===== config.mk =====
export PLATFORM = sky130hd
export DESIGN_NAME = timer0_prescaler_regs
export DESIGN_NICKNAME = d
export VERILOG_FILES = /design/src/tmr_pkg.sv /design/src/timer0_prescaler_regs.sv /design/src/prescale_div.sv
export SDC_FILE = /design/constraint.sdc
export NUM_CORES = 1
export LEC_CHECK = 0
export ABC_CLOCK_PERIOD_IN_PS = 6400
export BUFFER_PORTS_ARGS = -buffer_cell sky130_fd_sc_hd__buf_4
export CAP_MARGIN = 20
export CORE_MARGIN = 2
export CORE_UTILIZATION = 45
export DETAILED_ROUTE_END_ITERATION = 6
export HOLD_SLACK_MARGIN = 0.06
export PLACE_DENSITY = 0.74
export SETUP_SLACK_MARGIN = 0.15
export SKIP_LAST_GASP = 1
export SLEW_MARGIN = 20
export SYNTH_ARGS = -nofsm -noshare
export SYNTH_HDL_FRONTEND = slang
export SYNTH_SLANG_ARGS = --single-unit

===== constraint.sdc =====
create_clock -name clk_sys -period 6.4 [get_ports clk_sys]
set_input_delay 0.64 -clock clk_sys [delete_from_list [all_inputs] [get_ports clk_sys]]
set_output_delay 0.64 -clock clk_sys [all_outputs]
set_load 0.1 [all_outputs]

===== src/tmr_pkg.sv =====
// shared constants and carrier types for the timer/prescaler register block
package tmr_pkg;

	// register indexes; byte address is four times the index
	localparam logic [8:0] IDX_COUNT_A  = 9'h001;
	localparam logic [8:0] IDX_COUNT_B  = 9'h101;
	localparam logic [8:0] IDX_ICTL_A   = 9'h00b;
	localparam logic [8:0] IDX_ICTL_B   = 9'h08b;
	localparam logic [8:0] IDX_ICTL_C   = 9'h10b;
	localparam logic [8:0] IDX_ICTL_D   = 9'h18b;
	localparam logic [8:0] IDX_OPT_A    = 9'h081;
	localparam logic [8:0] IDX_OPT_B    = 9'h181;
	localparam logic [8:0] IDX_EVT_STAT = 9'h1f0;
	localparam logic [8:0] IDX_EVT_MASK = 9'h1f1;

	localparam int ADDR_W = 12;

	// reset values
	localparam logic [7:0] COUNT_POR    = 8'h00;
	localparam logic [7:0] ICTL_RST     = 8'h00;
	localparam logic [7:0] OPT_RST      = 8'hff;
	localparam logic [2:0] EVT_RST      = 3'h0;

	// event bit positions in status, mask and the low flags of interrupt_control
	localparam int EV_PORT  = 0;
	localparam int EV_EXT   = 1;
	localparam int EV_OVF   = 2;
	localparam int EV_N     = 3;

	// synchronised pin positions
	localparam int PIN_TCLK = 0;
	localparam int PIN_EXT  = 1;
	localparam int PIN_PORT = 2;
	localparam int PIN_WDOG = 3;
	localparam int PIN_N    = 4;

	typedef struct packed {
		logic       pullup_disable;
		logic       irq_edge_select;
		logic       clock_source_select;
		logic       source_edge_select;
		logic       prescaler_assign;
		logic [2:0] rate;
	} option_s;

	typedef struct packed {
		logic global_irq_enable;
		logic peripheral_irq_enable;
		logic overflow_irq_enable;
		logic external_irq_enable;
		logic port_change_irq_enable;
		logic overflow_flag;
		logic external_irq_flag;
		logic port_change_flag;
	} ictl_s;

endpackage


===== src/timer0_prescaler_regs.sv =====
// eight-bit timer with shared timer/watchdog prescaler behind an apb slave
//
// Local design decision: the APB register port.
`timescale 1ns/1ps
module timer0_prescaler_regs (
	input  wire logic                        clk_sys,
	input  wire logic                        arst_n,
	input  wire logic                        por_n,
	input  wire logic                        psel,
	input  wire logic                        penable,
	input  wire logic                        pwrite,
	input  wire logic [tmr_pkg::ADDR_W-1:0]  paddr,
	input  wire logic [31:0]                 pwdata,
	output logic      [31:0]                 prdata,
	output logic                             pready,
	output logic                             pslverr,
	input  wire logic                        timer_clk_pin,
	input  wire logic                        ext_irq_pin,
	input  wire logic                        port_change_pin,
	input  wire logic                        watchdog_osc_tick,
	output logic                             watchdog_tick,
	output logic                             pullup_disable,
	output logic                             cpu_irq,
	output logic                             irq
);
	// ************************************************************
	// pin synchronisers
	// ************************************************************
	logic [tmr_pkg::PIN_N-1:0] sync1_r;
	logic [tmr_pkg::PIN_N-1:0] sync2_r;
	logic [tmr_pkg::PIN_N-1:0] prev_r;

	always_ff @(posedge clk_sys or negedge arst_n) begin
		if (!arst_n) begin
			sync1_r <= '0;
			sync2_r <= '0;
			prev_r  <= '0;
		end else begin
			sync1_r <= {watchdog_osc_tick, port_change_pin, ext_irq_pin, timer_clk_pin};
			sync2_r <= sync1_r;
			prev_r  <= sync2_r;
		end
	end

	logic [tmr_pkg::PIN_N-1:0] rise;
	logic [tmr_pkg::PIN_N-1:0] fall;
	assign rise = sync2_r & ~prev_r;
	assign fall = ~sync2_r & prev_r;

	// ************************************************************
	// apb decode
	// ************************************************************
	tmr_pkg::option_s opt_r;
	tmr_pkg::option_s opt_nxt;
	tmr_pkg::ictl_s   ictl_r;
	tmr_pkg::ictl_s   ictl_nxt;
	logic             port_flag_r;
	logic             port_flag_nxt;
	logic [7:0]       count_r;
	logic [7:0]       count_nxt;
	logic [tmr_pkg::EV_N-1:0] evt_stat_r;
	logic [tmr_pkg::EV_N-1:0] evt_stat_nxt;
	logic [tmr_pkg::EV_N-1:0] evt_mask_r;
	logic [tmr_pkg::EV_N-1:0] evt_mask_nxt;
	logic [31:0]      prdata_r;
	logic [31:0]      prdata_nxt;

	logic [8:0] idx;
	logic       hit_count;
	logic       hit_ictl;
	logic       hit_opt;
	logic       hit_stat;
	logic       hit_mask;
	logic       wr;

	assign idx = paddr[10:2];
	// upper and lane bits must be zero, otherwise the access lands nowhere
	assign wr  = psel && penable && pwrite && (paddr[11] == 1'b0) && (paddr[1:0] == 2'b00);

	always_comb begin
		hit_count = (idx == tmr_pkg::IDX_COUNT_A) || (idx == tmr_pkg::IDX_COUNT_B);
		hit_ictl  = (idx == tmr_pkg::IDX_ICTL_A) || (idx == tmr_pkg::IDX_ICTL_B)
		         || (idx == tmr_pkg::IDX_ICTL_C) || (idx == tmr_pkg::IDX_ICTL_D);
		hit_opt   = (idx == tmr_pkg::IDX_OPT_A) || (idx == tmr_pkg::IDX_OPT_B);
		hit_stat  = (idx == tmr_pkg::IDX_EVT_STAT);
		hit_mask  = (idx == tmr_pkg::IDX_EVT_MASK);
	end

	// read data is captured in the setup cycle so it comes from a flop
	always_comb begin
		prdata_nxt = prdata_r;
		if (psel && !penable && !pwrite) begin
			prdata_nxt = 32'h0000_0000;
			if ((paddr[11] == 1'b0) && (paddr[1:0] == 2'b00)) begin
				if (hit_count) begin
					prdata_nxt[7:0] = count_r;
				end else if (hit_ictl) begin
					prdata_nxt[7:0] = {ictl_r[7:1], port_flag_r};
				end else if (hit_opt) begin
					prdata_nxt[7:0] = opt_r;
				end else if (hit_stat) begin
					prdata_nxt[tmr_pkg::EV_N-1:0] = evt_stat_r;
				end else if (hit_mask) begin
					prdata_nxt[tmr_pkg::EV_N-1:0] = evt_mask_r;
				end
			end
		end
	end

	always_ff @(posedge clk_sys or negedge arst_n) begin
		if (!arst_n) begin
			prdata_r <= 32'h0000_0000;
		end else begin
			prdata_r <= prdata_nxt;
		end
	end

	assign prdata  = prdata_r;
	assign pready  = 1'b1;
	assign pslverr = 1'b0;

	// ************************************************************
	// count source and prescaler
	// ************************************************************
	logic src_tick;
	logic pre_tick;
	logic pre_pulse;
	logic pre_clear;
	logic timer_inc;
	logic [3:0] exponent;

	always_comb begin
		if (opt_r.clock_source_select) begin
			src_tick = opt_r.source_edge_select ? fall[tmr_pkg::PIN_TCLK]
			                                    : rise[tmr_pkg::PIN_TCLK];
		end else begin
			src_tick = 1'b1;
		end
		// prescaler_assign high hands the divider to the watchdog
		pre_tick = opt_r.prescaler_assign ? rise[tmr_pkg::PIN_WDOG] : src_tick;
		// timer gets one extra halving at each code
		exponent = {1'b0, opt_r.rate} + (opt_r.prescaler_assign ? 4'h0 : 4'h1);
		// an assignment change, or a count write while the divider belongs to the timer (prescaler_assign low), restarts the divider
		pre_clear = (wr && hit_opt && (pwdata[3] != opt_r.prescaler_assign))
		         || (wr && hit_count && !opt_r.prescaler_assign);
		timer_inc = opt_r.prescaler_assign ? src_tick : pre_pulse;
		watchdog_tick = opt_r.prescaler_assign ? pre_pulse : rise[tmr_pkg::PIN_WDOG];
	end

	prescale_div u_div (
		.clk_sys  (clk_sys),
		.arst_n   (arst_n),
		.tick     (pre_tick),
		.clear    (pre_clear),
		.exponent (exponent),
		.pulse    (pre_pulse)
	);

	// ************************************************************
	// events
	// ************************************************************
	logic [tmr_pkg::EV_N-1:0] ev;
	logic                     ovf;

	always_comb begin
		ovf                  = timer_inc && (count_r == 8'hff) && !(wr && hit_count);
		ev                   = '0;
		ev[tmr_pkg::EV_OVF]  = ovf;
		ev[tmr_pkg::EV_EXT]  = opt_r.irq_edge_select ? rise[tmr_pkg::PIN_EXT]
		                                             : fall[tmr_pkg::PIN_EXT];
		ev[tmr_pkg::EV_PORT] = rise[tmr_pkg::PIN_PORT] | fall[tmr_pkg::PIN_PORT];
	end

	// ************************************************************
	// timer count, kept across ordinary resets
	// ************************************************************
	always_comb begin
		count_nxt = count_r;
		if (wr && hit_count) begin
			count_nxt = pwdata[7:0];
		end else if (timer_inc) begin
			count_nxt = count_r + 8'h01;
		end
	end

	// only power-on clears it; unknown on power-up is made a defined zero
	always_ff @(posedge clk_sys or negedge por_n) begin
		if (!por_n) begin
			count_r <= tmr_pkg::COUNT_POR;
		end else begin
			count_r <= count_nxt;
		end
	end

	// ************************************************************
	// port change flag, kept across ordinary resets
	// ************************************************************
	always_comb begin
		port_flag_nxt = port_flag_r;
		if (wr && hit_ictl) begin
			port_flag_nxt = pwdata[0];
		end
		// set beats a software clear in the same cycle
		port_flag_nxt = port_flag_nxt | ev[tmr_pkg::EV_PORT];
	end

	always_ff @(posedge clk_sys or negedge por_n) begin
		if (!por_n) begin
			port_flag_r <= 1'b0;
		end else begin
			port_flag_r <= port_flag_nxt;
		end
	end

	// ************************************************************
	// interrupt control and option
	// ************************************************************
	always_comb begin
		ictl_nxt = ictl_r;
		opt_nxt  = opt_r;
		if (wr && hit_ictl) begin
			ictl_nxt = tmr_pkg::ictl_s'(pwdata[7:0]);
		end
		if (wr && hit_opt) begin
			opt_nxt = tmr_pkg::option_s'(pwdata[7:0]);
		end
		ictl_nxt.overflow_flag     = ictl_nxt.overflow_flag | ev[tmr_pkg::EV_OVF];
		ictl_nxt.external_irq_flag = ictl_nxt.external_irq_flag | ev[tmr_pkg::EV_EXT];
		ictl_nxt.port_change_flag  = 1'b0;
	end

	always_ff @(posedge clk_sys or negedge arst_n) begin
		if (!arst_n) begin
			ictl_r <= tmr_pkg::ictl_s'(tmr_pkg::ICTL_RST);
			opt_r  <= tmr_pkg::option_s'(tmr_pkg::OPT_RST);
		end else begin
			ictl_r <= ictl_nxt;
			opt_r  <= opt_nxt;
		end
	end

	// ************************************************************
	// sticky status, mask, interrupt outputs
	// ************************************************************
	always_comb begin
		evt_stat_nxt = evt_stat_r;
		evt_mask_nxt = evt_mask_r;
		if (wr && hit_stat) begin
			evt_stat_nxt = evt_stat_r & ~pwdata[tmr_pkg::EV_N-1:0];
		end
		if (wr && hit_mask) begin
			evt_mask_nxt = pwdata[tmr_pkg::EV_N-1:0];
		end
		evt_stat_nxt = evt_stat_nxt | ev;
	end

	always_ff @(posedge clk_sys or negedge arst_n) begin
		if (!arst_n) begin
			evt_stat_r <= tmr_pkg::EVT_RST;
			evt_mask_r <= tmr_pkg::EVT_RST;
		end else begin
			evt_stat_r <= evt_stat_nxt;
			evt_mask_r <= evt_mask_nxt;
		end
	end

	assign irq            = |(evt_stat_r & evt_mask_r);
	// no peripherals behind this block, so the peripheral enable gates nothing here
	assign cpu_irq        = ictl_r.global_irq_enable
	                     && ((ictl_r.overflow_irq_enable && ictl_r.overflow_flag)
	                      || (ictl_r.external_irq_enable && ictl_r.external_irq_flag)
	                      || (ictl_r.port_change_irq_enable && port_flag_r));
	assign pullup_disable = opt_r.pullup_disable;
endmodule


===== src/prescale_div.sv =====
// shared power-of-two prescaler counter
`timescale 1ns/1ps
module prescale_div (
	input  wire logic       clk_sys,
	input  wire logic       arst_n,
	input  wire logic       tick,
	input  wire logic       clear,
	input  wire logic [3:0] exponent,
	output logic            pulse
);
	logic [7:0] cnt_r;
	logic [7:0] cnt_nxt;
	logic [8:0] mask;

	// exponent 0 passes every tick, 8 divides by 256
	always_comb begin
		mask    = (9'h001 << exponent) - 9'h001;
		pulse   = tick && ((cnt_r & mask[7:0]) == mask[7:0]);
		cnt_nxt = cnt_r;
		if (clear) begin
			cnt_nxt = 8'h00;
		end else if (tick) begin
			cnt_nxt = cnt_r + 8'h01;
		end
	end

	always_ff @(posedge clk_sys or negedge arst_n) begin
		if (!arst_n) begin
			cnt_r <= 8'h00;
		end else begin
			cnt_r <= cnt_nxt;
		end
	end
endmodule


==> metrics.md, run 1 <==
| Metric | Value |
|---|---|
| CP max FO | 10 |
| Nets | 418 |
| Synth cell count leaders | 50 x dfrtp_1, 36 x nand2_1, 26 x buf_4 |
| Asr flop ratio synth | 100% |
| Leak | 0.00162 uW |
| Clock buffer depth | 2 |
| # fillers | 626 |
| Logic pwr share | 18.7% |
| Cell with the most instances on the worst path | ha_1 |
| CP peak stage delay | 0.59 ns |
| Mapped Cells | 320 |
| # IOs | 92 |
| Distinct cells, synth | 54 |
| Maximum clock rate | 226 MHz |
| Clk network pwr share | 36.1% |
| Tmin final | 4.42 ns |
| Via count | 2,433 |
| Synth area leader | dfrtp_1 |
| Die area | 7820 um2 |
| EDFF count, synth | 0 |
| Setup TNS | 0 ns |
| Iteration-0 DRC Markers | 220 |
| Final Cell Area | 3690 um2 |
| P&R area growth vs syn | 15.0% |
| First-pass GRT wire length | 10.8 mm |
| CP Buf/Inv Count | 2 |
| Setup Fix Bufs, Post-CTS | 0 |
| Drt wl/cell | 14.7 um |
| Syn Area/Cell | 10.0 um2 |
| Register area share after synthesis | 45.5% |
| DRT Wirelength | 6.77 mm |
| Outcome | complete, no violations |
| Remaining DRCs | 0 |
| GRT overflow | 0 |
| Skew-Pair Late Insertion Delay | 0.33 ns |
| TritonCTS Buffers | 9 |
| Sw Ratio | 33.7% |
| DP Cell Count | 444 |
| Largest net degree at the start of global routing | 50 |
| Worst path cell trace | inv_1, ha_1, ha_1, nor2_1, nand2_1, ha_1, a2111oi_0, a211oi_1, a2111oi_0, a311oi_1, nand3_1, a21oi_1, buf_4 |
| Sequential Power Share | 45.1% |
| Slowest CP cell | dfstp_2 |
| CP Data Arrival Time | 3.78 ns |
| Setup crit end kind | output port |
| Vias in the first global route | 2,176 |
| RSZ-0062 raised after global routing | no |
| GRT Overall Usage | 18.1% |
| Top delay family on crit path | compound AO/OA/AOI/OAI gates |
| CTS tree | built |
| Initial Utilization | 47.0% |
| Share of cells above drive strength 1 | 23.6% |
| Gpl congestion | 0.834 |
| Hold-fix buffers, CTS | 0 |
| CTS sink count | 58 |
| Slew of the pin with the lowest slew margin | 0.904 ns |
| Final antenna-violating net count | 0 |
| Flops & latches, synth | 58 |
| Final Hold Viols | 0 |
| # rows | 30 |
| HPWL Detailed | 4.94 mm |
| Max Cap Viol | 0 |
| Final Setup Violations | 0 |
| Post-synth top area share | 39.0% |
| Cell Area, Synth | 3210 um2 |
| NetSw | 352 uW |
| Number of buffers added on ports | 41 |
| Required @ worst endpoint | 5.76 ns |
| Clock root cell | clkbuf_8 |
| Reg clk slew, reported paths | 0.07 ns |
| Tcrit/Tclk final | 69.1% |
| Post-CTS sizing | 0 |
| Die Ht | 88.5 um |
| Cell Area, Placed | 3460 um2 |
| H-tree depth | 3 |
| Max Clock Skew | 0.00830 ns |
| Worst setup SP type | register |
| Die Span X | 88.5 um |
| # diodes | 0 |
| Finished Layout Cells | 460 |
| Pwr dens | 283 nW/um2 |
| Pins Over Slew Limit | 0 |
| Core ar. | 6830 um2 |
| Mean number of vias per cell | 5.29 |
| Most frequent cell after synthesis | dfrtp_1 |
| Pint | 693 uW |
| Relative slew slack | 39.3% |
| Initial antenna violation count | 0 |
| Worst Hold Class | input port to async pin |
| Peak VDD IR | 0.183 mV |
| Post-synth top flop | dfrtp_1 |
| Detailed Routing Iterations Pass 1 | 5 |
| Top cells by area, synth | dfrtp_1 39%, dfstp_2 6.5%, buf_4 6.1% |
| Syn. warnings | 0 |
| CP Class | register to output port |
layer usage:
layer	track usage [%]	vias up	share of wire [%]
li1	-	1185	-
met1	26.6	1164	48
met2	25.8	79	45
met3	3.92	5	5.8
met4	7.85	0	1.0
met5	0	-	0
power by group through the flow:
stage / clock (uW) / combinational (uW) / sequential, uW
after floorplan: 0 / 168 / 459
after global placement: 0 / 190 / 473
after detailed placement: 0 / 195 / 476
after CTS: 386 / 196 / 469
after global routing: 405 / 214 / 478
final: 378 / 196 / 472
registers in the layout, indices dropped and copies added (netlist names):
signal and cells:
prev_r 4, sync1_r 4, ictl_r 7, port_flag_r 1, prdata 8, evt_stat_r 3
sync2_r 4, pullup_disable 1, opt_r 7, u_div.cnt_r 8, count_r 8, evt_mask_r 3
cell families after synthesis:
logic type | share of synthesized area [%]
adders and majority gates | 1.95
and+or+nand+nor | 18.6
AOI/OAI and AO/OA | 11.0
xor gates and xnor gates | 3.27
muxes | 10.4
DFF | 45.5
other | 0.234
buffers and inverters | 8.89
cell type report:
| class | instances | area (um2) | area share, % |
|---|---|---|---|
| flip-flops and latches | 58 | 1460 | 39.6 |
| clock buffers | 9 | 124 | 3.36 |
| clock inverters | 7 | 103 | 2.78 |
| repair buffers | 41 | 308 | 8.34 |
| well taps | 96 | 120 | 3.25 |
| inverters | 6 | 22.5 | 0.610 |
| multi-input cells | 243 | 1550 | 42.1 |
worst paths after layout:
check,to,depth (start not counted),slack [ns],from
worst min register to register,sync2_r[0],0,0.35,sync1_r[0]
worst max register to register,count_r[1],14,2.44,opt_r[3]
worst max-delay path,watchdog_tick,13,1.98,opt_r[3]
worst min-delay path,count_r[0],1,0.12,por_n
max in group asynchronous,ictl_r[4],1,5.66,arst_n
min in group clk_sys,sync2_r[0],0,0.35,sync1_r[0]
cell usage in the layout (no fill, tap or decap), drive strengths merged, types with 3 or more instances in the layout:
| cell | count |
|---|---|
| inv | 7 |
| nor2 | 24 |
| a222oi | 5 |
| or3 | 3 |
| nor4 | 3 |
| mux2 | 17 |
| clkbuf | 9 |
| nand2b | 4 |
| xnor2 | 5 |
| clkinv | 3 |
| buf | 41 |
| nand3 | 9 |
| conb | 26 |
| nor2b | 4 |
| or4 | 7 |
| dfrtp | 50 |
| a31oi | 6 |
| nor3 | 5 |
| dfstp | 8 |
| o21ai | 17 |
| o31ai | 4 |
| mux2i | 14 |
| nand4 | 6 |
| a21oi | 9 |
| ha | 5 |
| and3 | 4 |
| xor2 | 7 |
| nand2 | 36 |
stage by stage:
| stage | hold slack, ns | util [%] | total power, uW | setup slack [ns] |
|---|---|---|---|---|
| floorplan | 0.331 | - | 627 | 1.65 |
| global placement | 0.333 | 50.7 | 663 | 2.42 |
| detailed placement | 0.335 | 50.7 | 671 | 2.35 |
| CTS | 0.107 | 54.0 | 1050 | 1.98 |
| global route | 0.108 | 54.0 | 1100 | 1.61 |
| finish | 0.121 | 54.0 | 1050 | 1.98 |
No activity file was read; power rests on OpenSTA's default activity.
==> run 2, diff against run 1 <==
ABC_CLOCK_PERIOD_IN_PS = 3900   (was 6400)
PLACE_DENSITY = 0.76   (was 0.74)
clock period = 3.9 ns   (was 6.4 ns; I/O delays follow)
==> run 2 against run 1 <==
  * Via count grew 5.9%
  * Non-clock buffer count increased by 14
  * Sequential power increased by 64%
  * Worst hold slack lost 0.048 ns
  * Design area grew 6.3%
  * Power is 65% higher
  * Die area is the same
  * Routed wire length rose by 9.4%
  * Critical endpoint is now count_r[7]
  * Highest routed layer unchanged
==> metrics.md, run 2 (synthesis gave the netlist of run 1 again) <==
| Metric | Value |
|---|---|
| Skew-Pair Late Insertion Delay | 0.33 ns |
| Number of buffers added on ports | 41 |
| Slew of the pin with the lowest slew margin | 0.898 ns |
| FF-to-FF Start | opt_r[0] |
| Setup crit end kind | register |
| Most common cell after layout, fill and taps aside | buf_4 |
| Max Cap Viol | 0 |
| # diodes | 0 |
| Tcrit/Tclk final | 94.6% |
| Clock buffer depth | 2 |
| RSZ-0062 raised after global routing | no |
| CP max FO | 15 |
| Iteration-0 DRC Markers | 170 |
| GRT Overall Usage | 19.3% |
| DRT Wirelength | 7.40 mm |
| Drt wl/cell | 15.6 um |
| CP Class | register to register |
| P&R area growth vs syn | 22.3% |
| Relative slew slack | 39.7% |
| Vias in the first global route | 2,351 |
| Clock root cell | clkbuf_8 |
| CTS sink count | 58 |
| # rows | 30 |
| Mean number of vias per cell | 5.44 |
| H-tree depth | 3 |
| Core Util, Final | 57.5% |
| HPWL Detailed | 5.02 mm |
| Cell Area, Placed | 3530 um2 |
| Dpl ws | 0.133 ns |
| Share of cells above drive strength 1 | 28.6% |
| Nets | 432 |
| Maximum clock rate | 271 MHz |
| Pwr dens | 439 nW/um2 |
| Worst-case reg-to-reg path depth | 17 |
| CTS tree | built |
| Remaining DRCs | 0 |
| First-pass GRT wire length | 11.4 mm |
| # IOs | 92 |
| Detailed Routing Iterations Pass 1 | 5 |
| Initial Utilization | 47.0% |
| Worst setup SP type | register |
| # fillers | 594 |
| CP peak stage delay | 0.58 ns |
| Die area | 7820 um2 |
| Peak VDD IR | 0.212 mV |
| Outcome | complete, no violations |
| Most frequent cells in the layout | 51 x buf_4, 50 x dfrtp_1, 36 x nand2_1 |
| Final Hold Viols | 0 |
| Gpl congestion | 0.870 |
| Max Clock Skew | 0.00839 ns |
| Worst path cell trace | ha_4, ha_4, or2_1, o21ai_4, nand3b_1, ha_4, buf_2, nor4b_1, mux2_4, a311oi_1, buf_4, buf_4, buf_4, a22oi_2, buf_12, or4_1, a31oi_2 |
| Required @ worst endpoint | 4.15 ns |
| Via count | 2,577 |
| Leak | 0.00171 uW |
| Largest net degree at the start of global routing | 50 |
| R2R Setup Slk | 0.21 ns |
| Final antenna-violating net count | 0 |
| Setup TNS | 0 ns |
| Reg clk slew, reported paths | 0.07 ns |
| CP Data Arrival Time | 3.94 ns |
| Tmin final | 3.69 ns |
| Pins Over Slew Limit | 0 |
| Worst Hold Class | input port to async pin |
| Final Setup Violations | 0 |
| Die Span X | 88.5 um |
| Initial antenna violation count | 0 |
| Die Ht | 88.5 um |
| Final worst slack | 0.211 ns |
| Worst R2R End | count_r[7] |
| Core ar. | 6830 um2 |
| Worst Hold Slack | 0.0730 ns |
| Final Cell Area | 3930 um2 |
| Slowest CP cell | dfstp_2 |
| TritonCTS Buffers | 9 |
| GRT overflow | 0 |
==> run 2: cell count changes in the layout (fill, tap and decap cells not counted), moves of 2 or more <==
| cell | previous run | this run |
|---|---|---|
| a2111oi_0 | 2 | 0 |
| buf_12 | 0 | 2 |
| buf_4 | 41 | 51 |
| clkbuf_8 | 9 | 14 |
| clkinv_4 | 3 | 0 |
| ha_1 | 5 | 2 |
| ha_4 | 0 | 3 |
==> run 2: critical path, delay by kind of cell (launching register included) <==
kind / cells / cell delay, ns
AOI/OAI and AO/OA: 4 / 0.56
adders and majority gates: 3 / 0.61
buffers and inverters: 5 / 0.71
DFF: 1 / 0.58
muxes: 1 / 0.26
and+or+nand+nor: 4 / 0.91
==> run 2: worst max-delay path by stage <==
stage,from,endpoint,slack (ns),cells after the start
global placement,opt_r[3],count_r[6],0.18,15
floorplan,opt_r[3],watchdog_tick,0.21,14
CTS,opt_r[3],watchdog_tick,0.16,13
finish,opt_r[0],count_r[7],0.21,17
global route,opt_r[0],count_r[7],0.09,17
detailed placement,opt_r[3],count_r[7],0.13,15
==> run 2: area by class of cell <==
| type | count | area, um2 | share of cell area [%] |
|---|---|---|---|
| flip-flops and latches | 58 | 1460 | 37.2 |
| clock inverters | 1 | 30.0 | 0.765 |
| repair buffers | 55 | 438 | 11.2 |
| clock buffers | 15 | 196 | 5.00 |
| well taps | 96 | 120 | 3.06 |
| multi-input cells | 243 | 1660 | 42.2 |
| inverters | 6 | 22.5 | 0.574 |
==> run 2: layer usage <==
| metal | share of wire (%) | wire length [um] | track usage (%) |
|---|---|---|---|
| met1 | 46 | 3390 | 27.5 |
| met2 | 46 | 3430 | 27.8 |
| met3 | 6.2 | 461 | 5.97 |
| met4 | 1.5 | 110 | 7.44 |
| met5 | 0 | 0 | 0 |
==> run 2: timing repair <==
action / in CTS / in global routing
hold buffers: 1 / 0
buffers inserted: 2 / 6
hold endpoints to repair: 9 / 0
setup endpoints to repair: 7 / 11
resized for setup: 9 / 12
pin swaps: 3 / 8
==> run 2: report_power, final <==
group          switching [uW]  internal [uW]  total, uW
logic                     228            107        335
registers                98.1            676        774
clock network             232            383        615
==> run 2: metrics by stage <==
step,std cells,power (uW)
finish,474,1720
global route,474,1810
CTS,468,1730
detailed placement,449,1110
global placement,449,1090
floorplan,344,1030
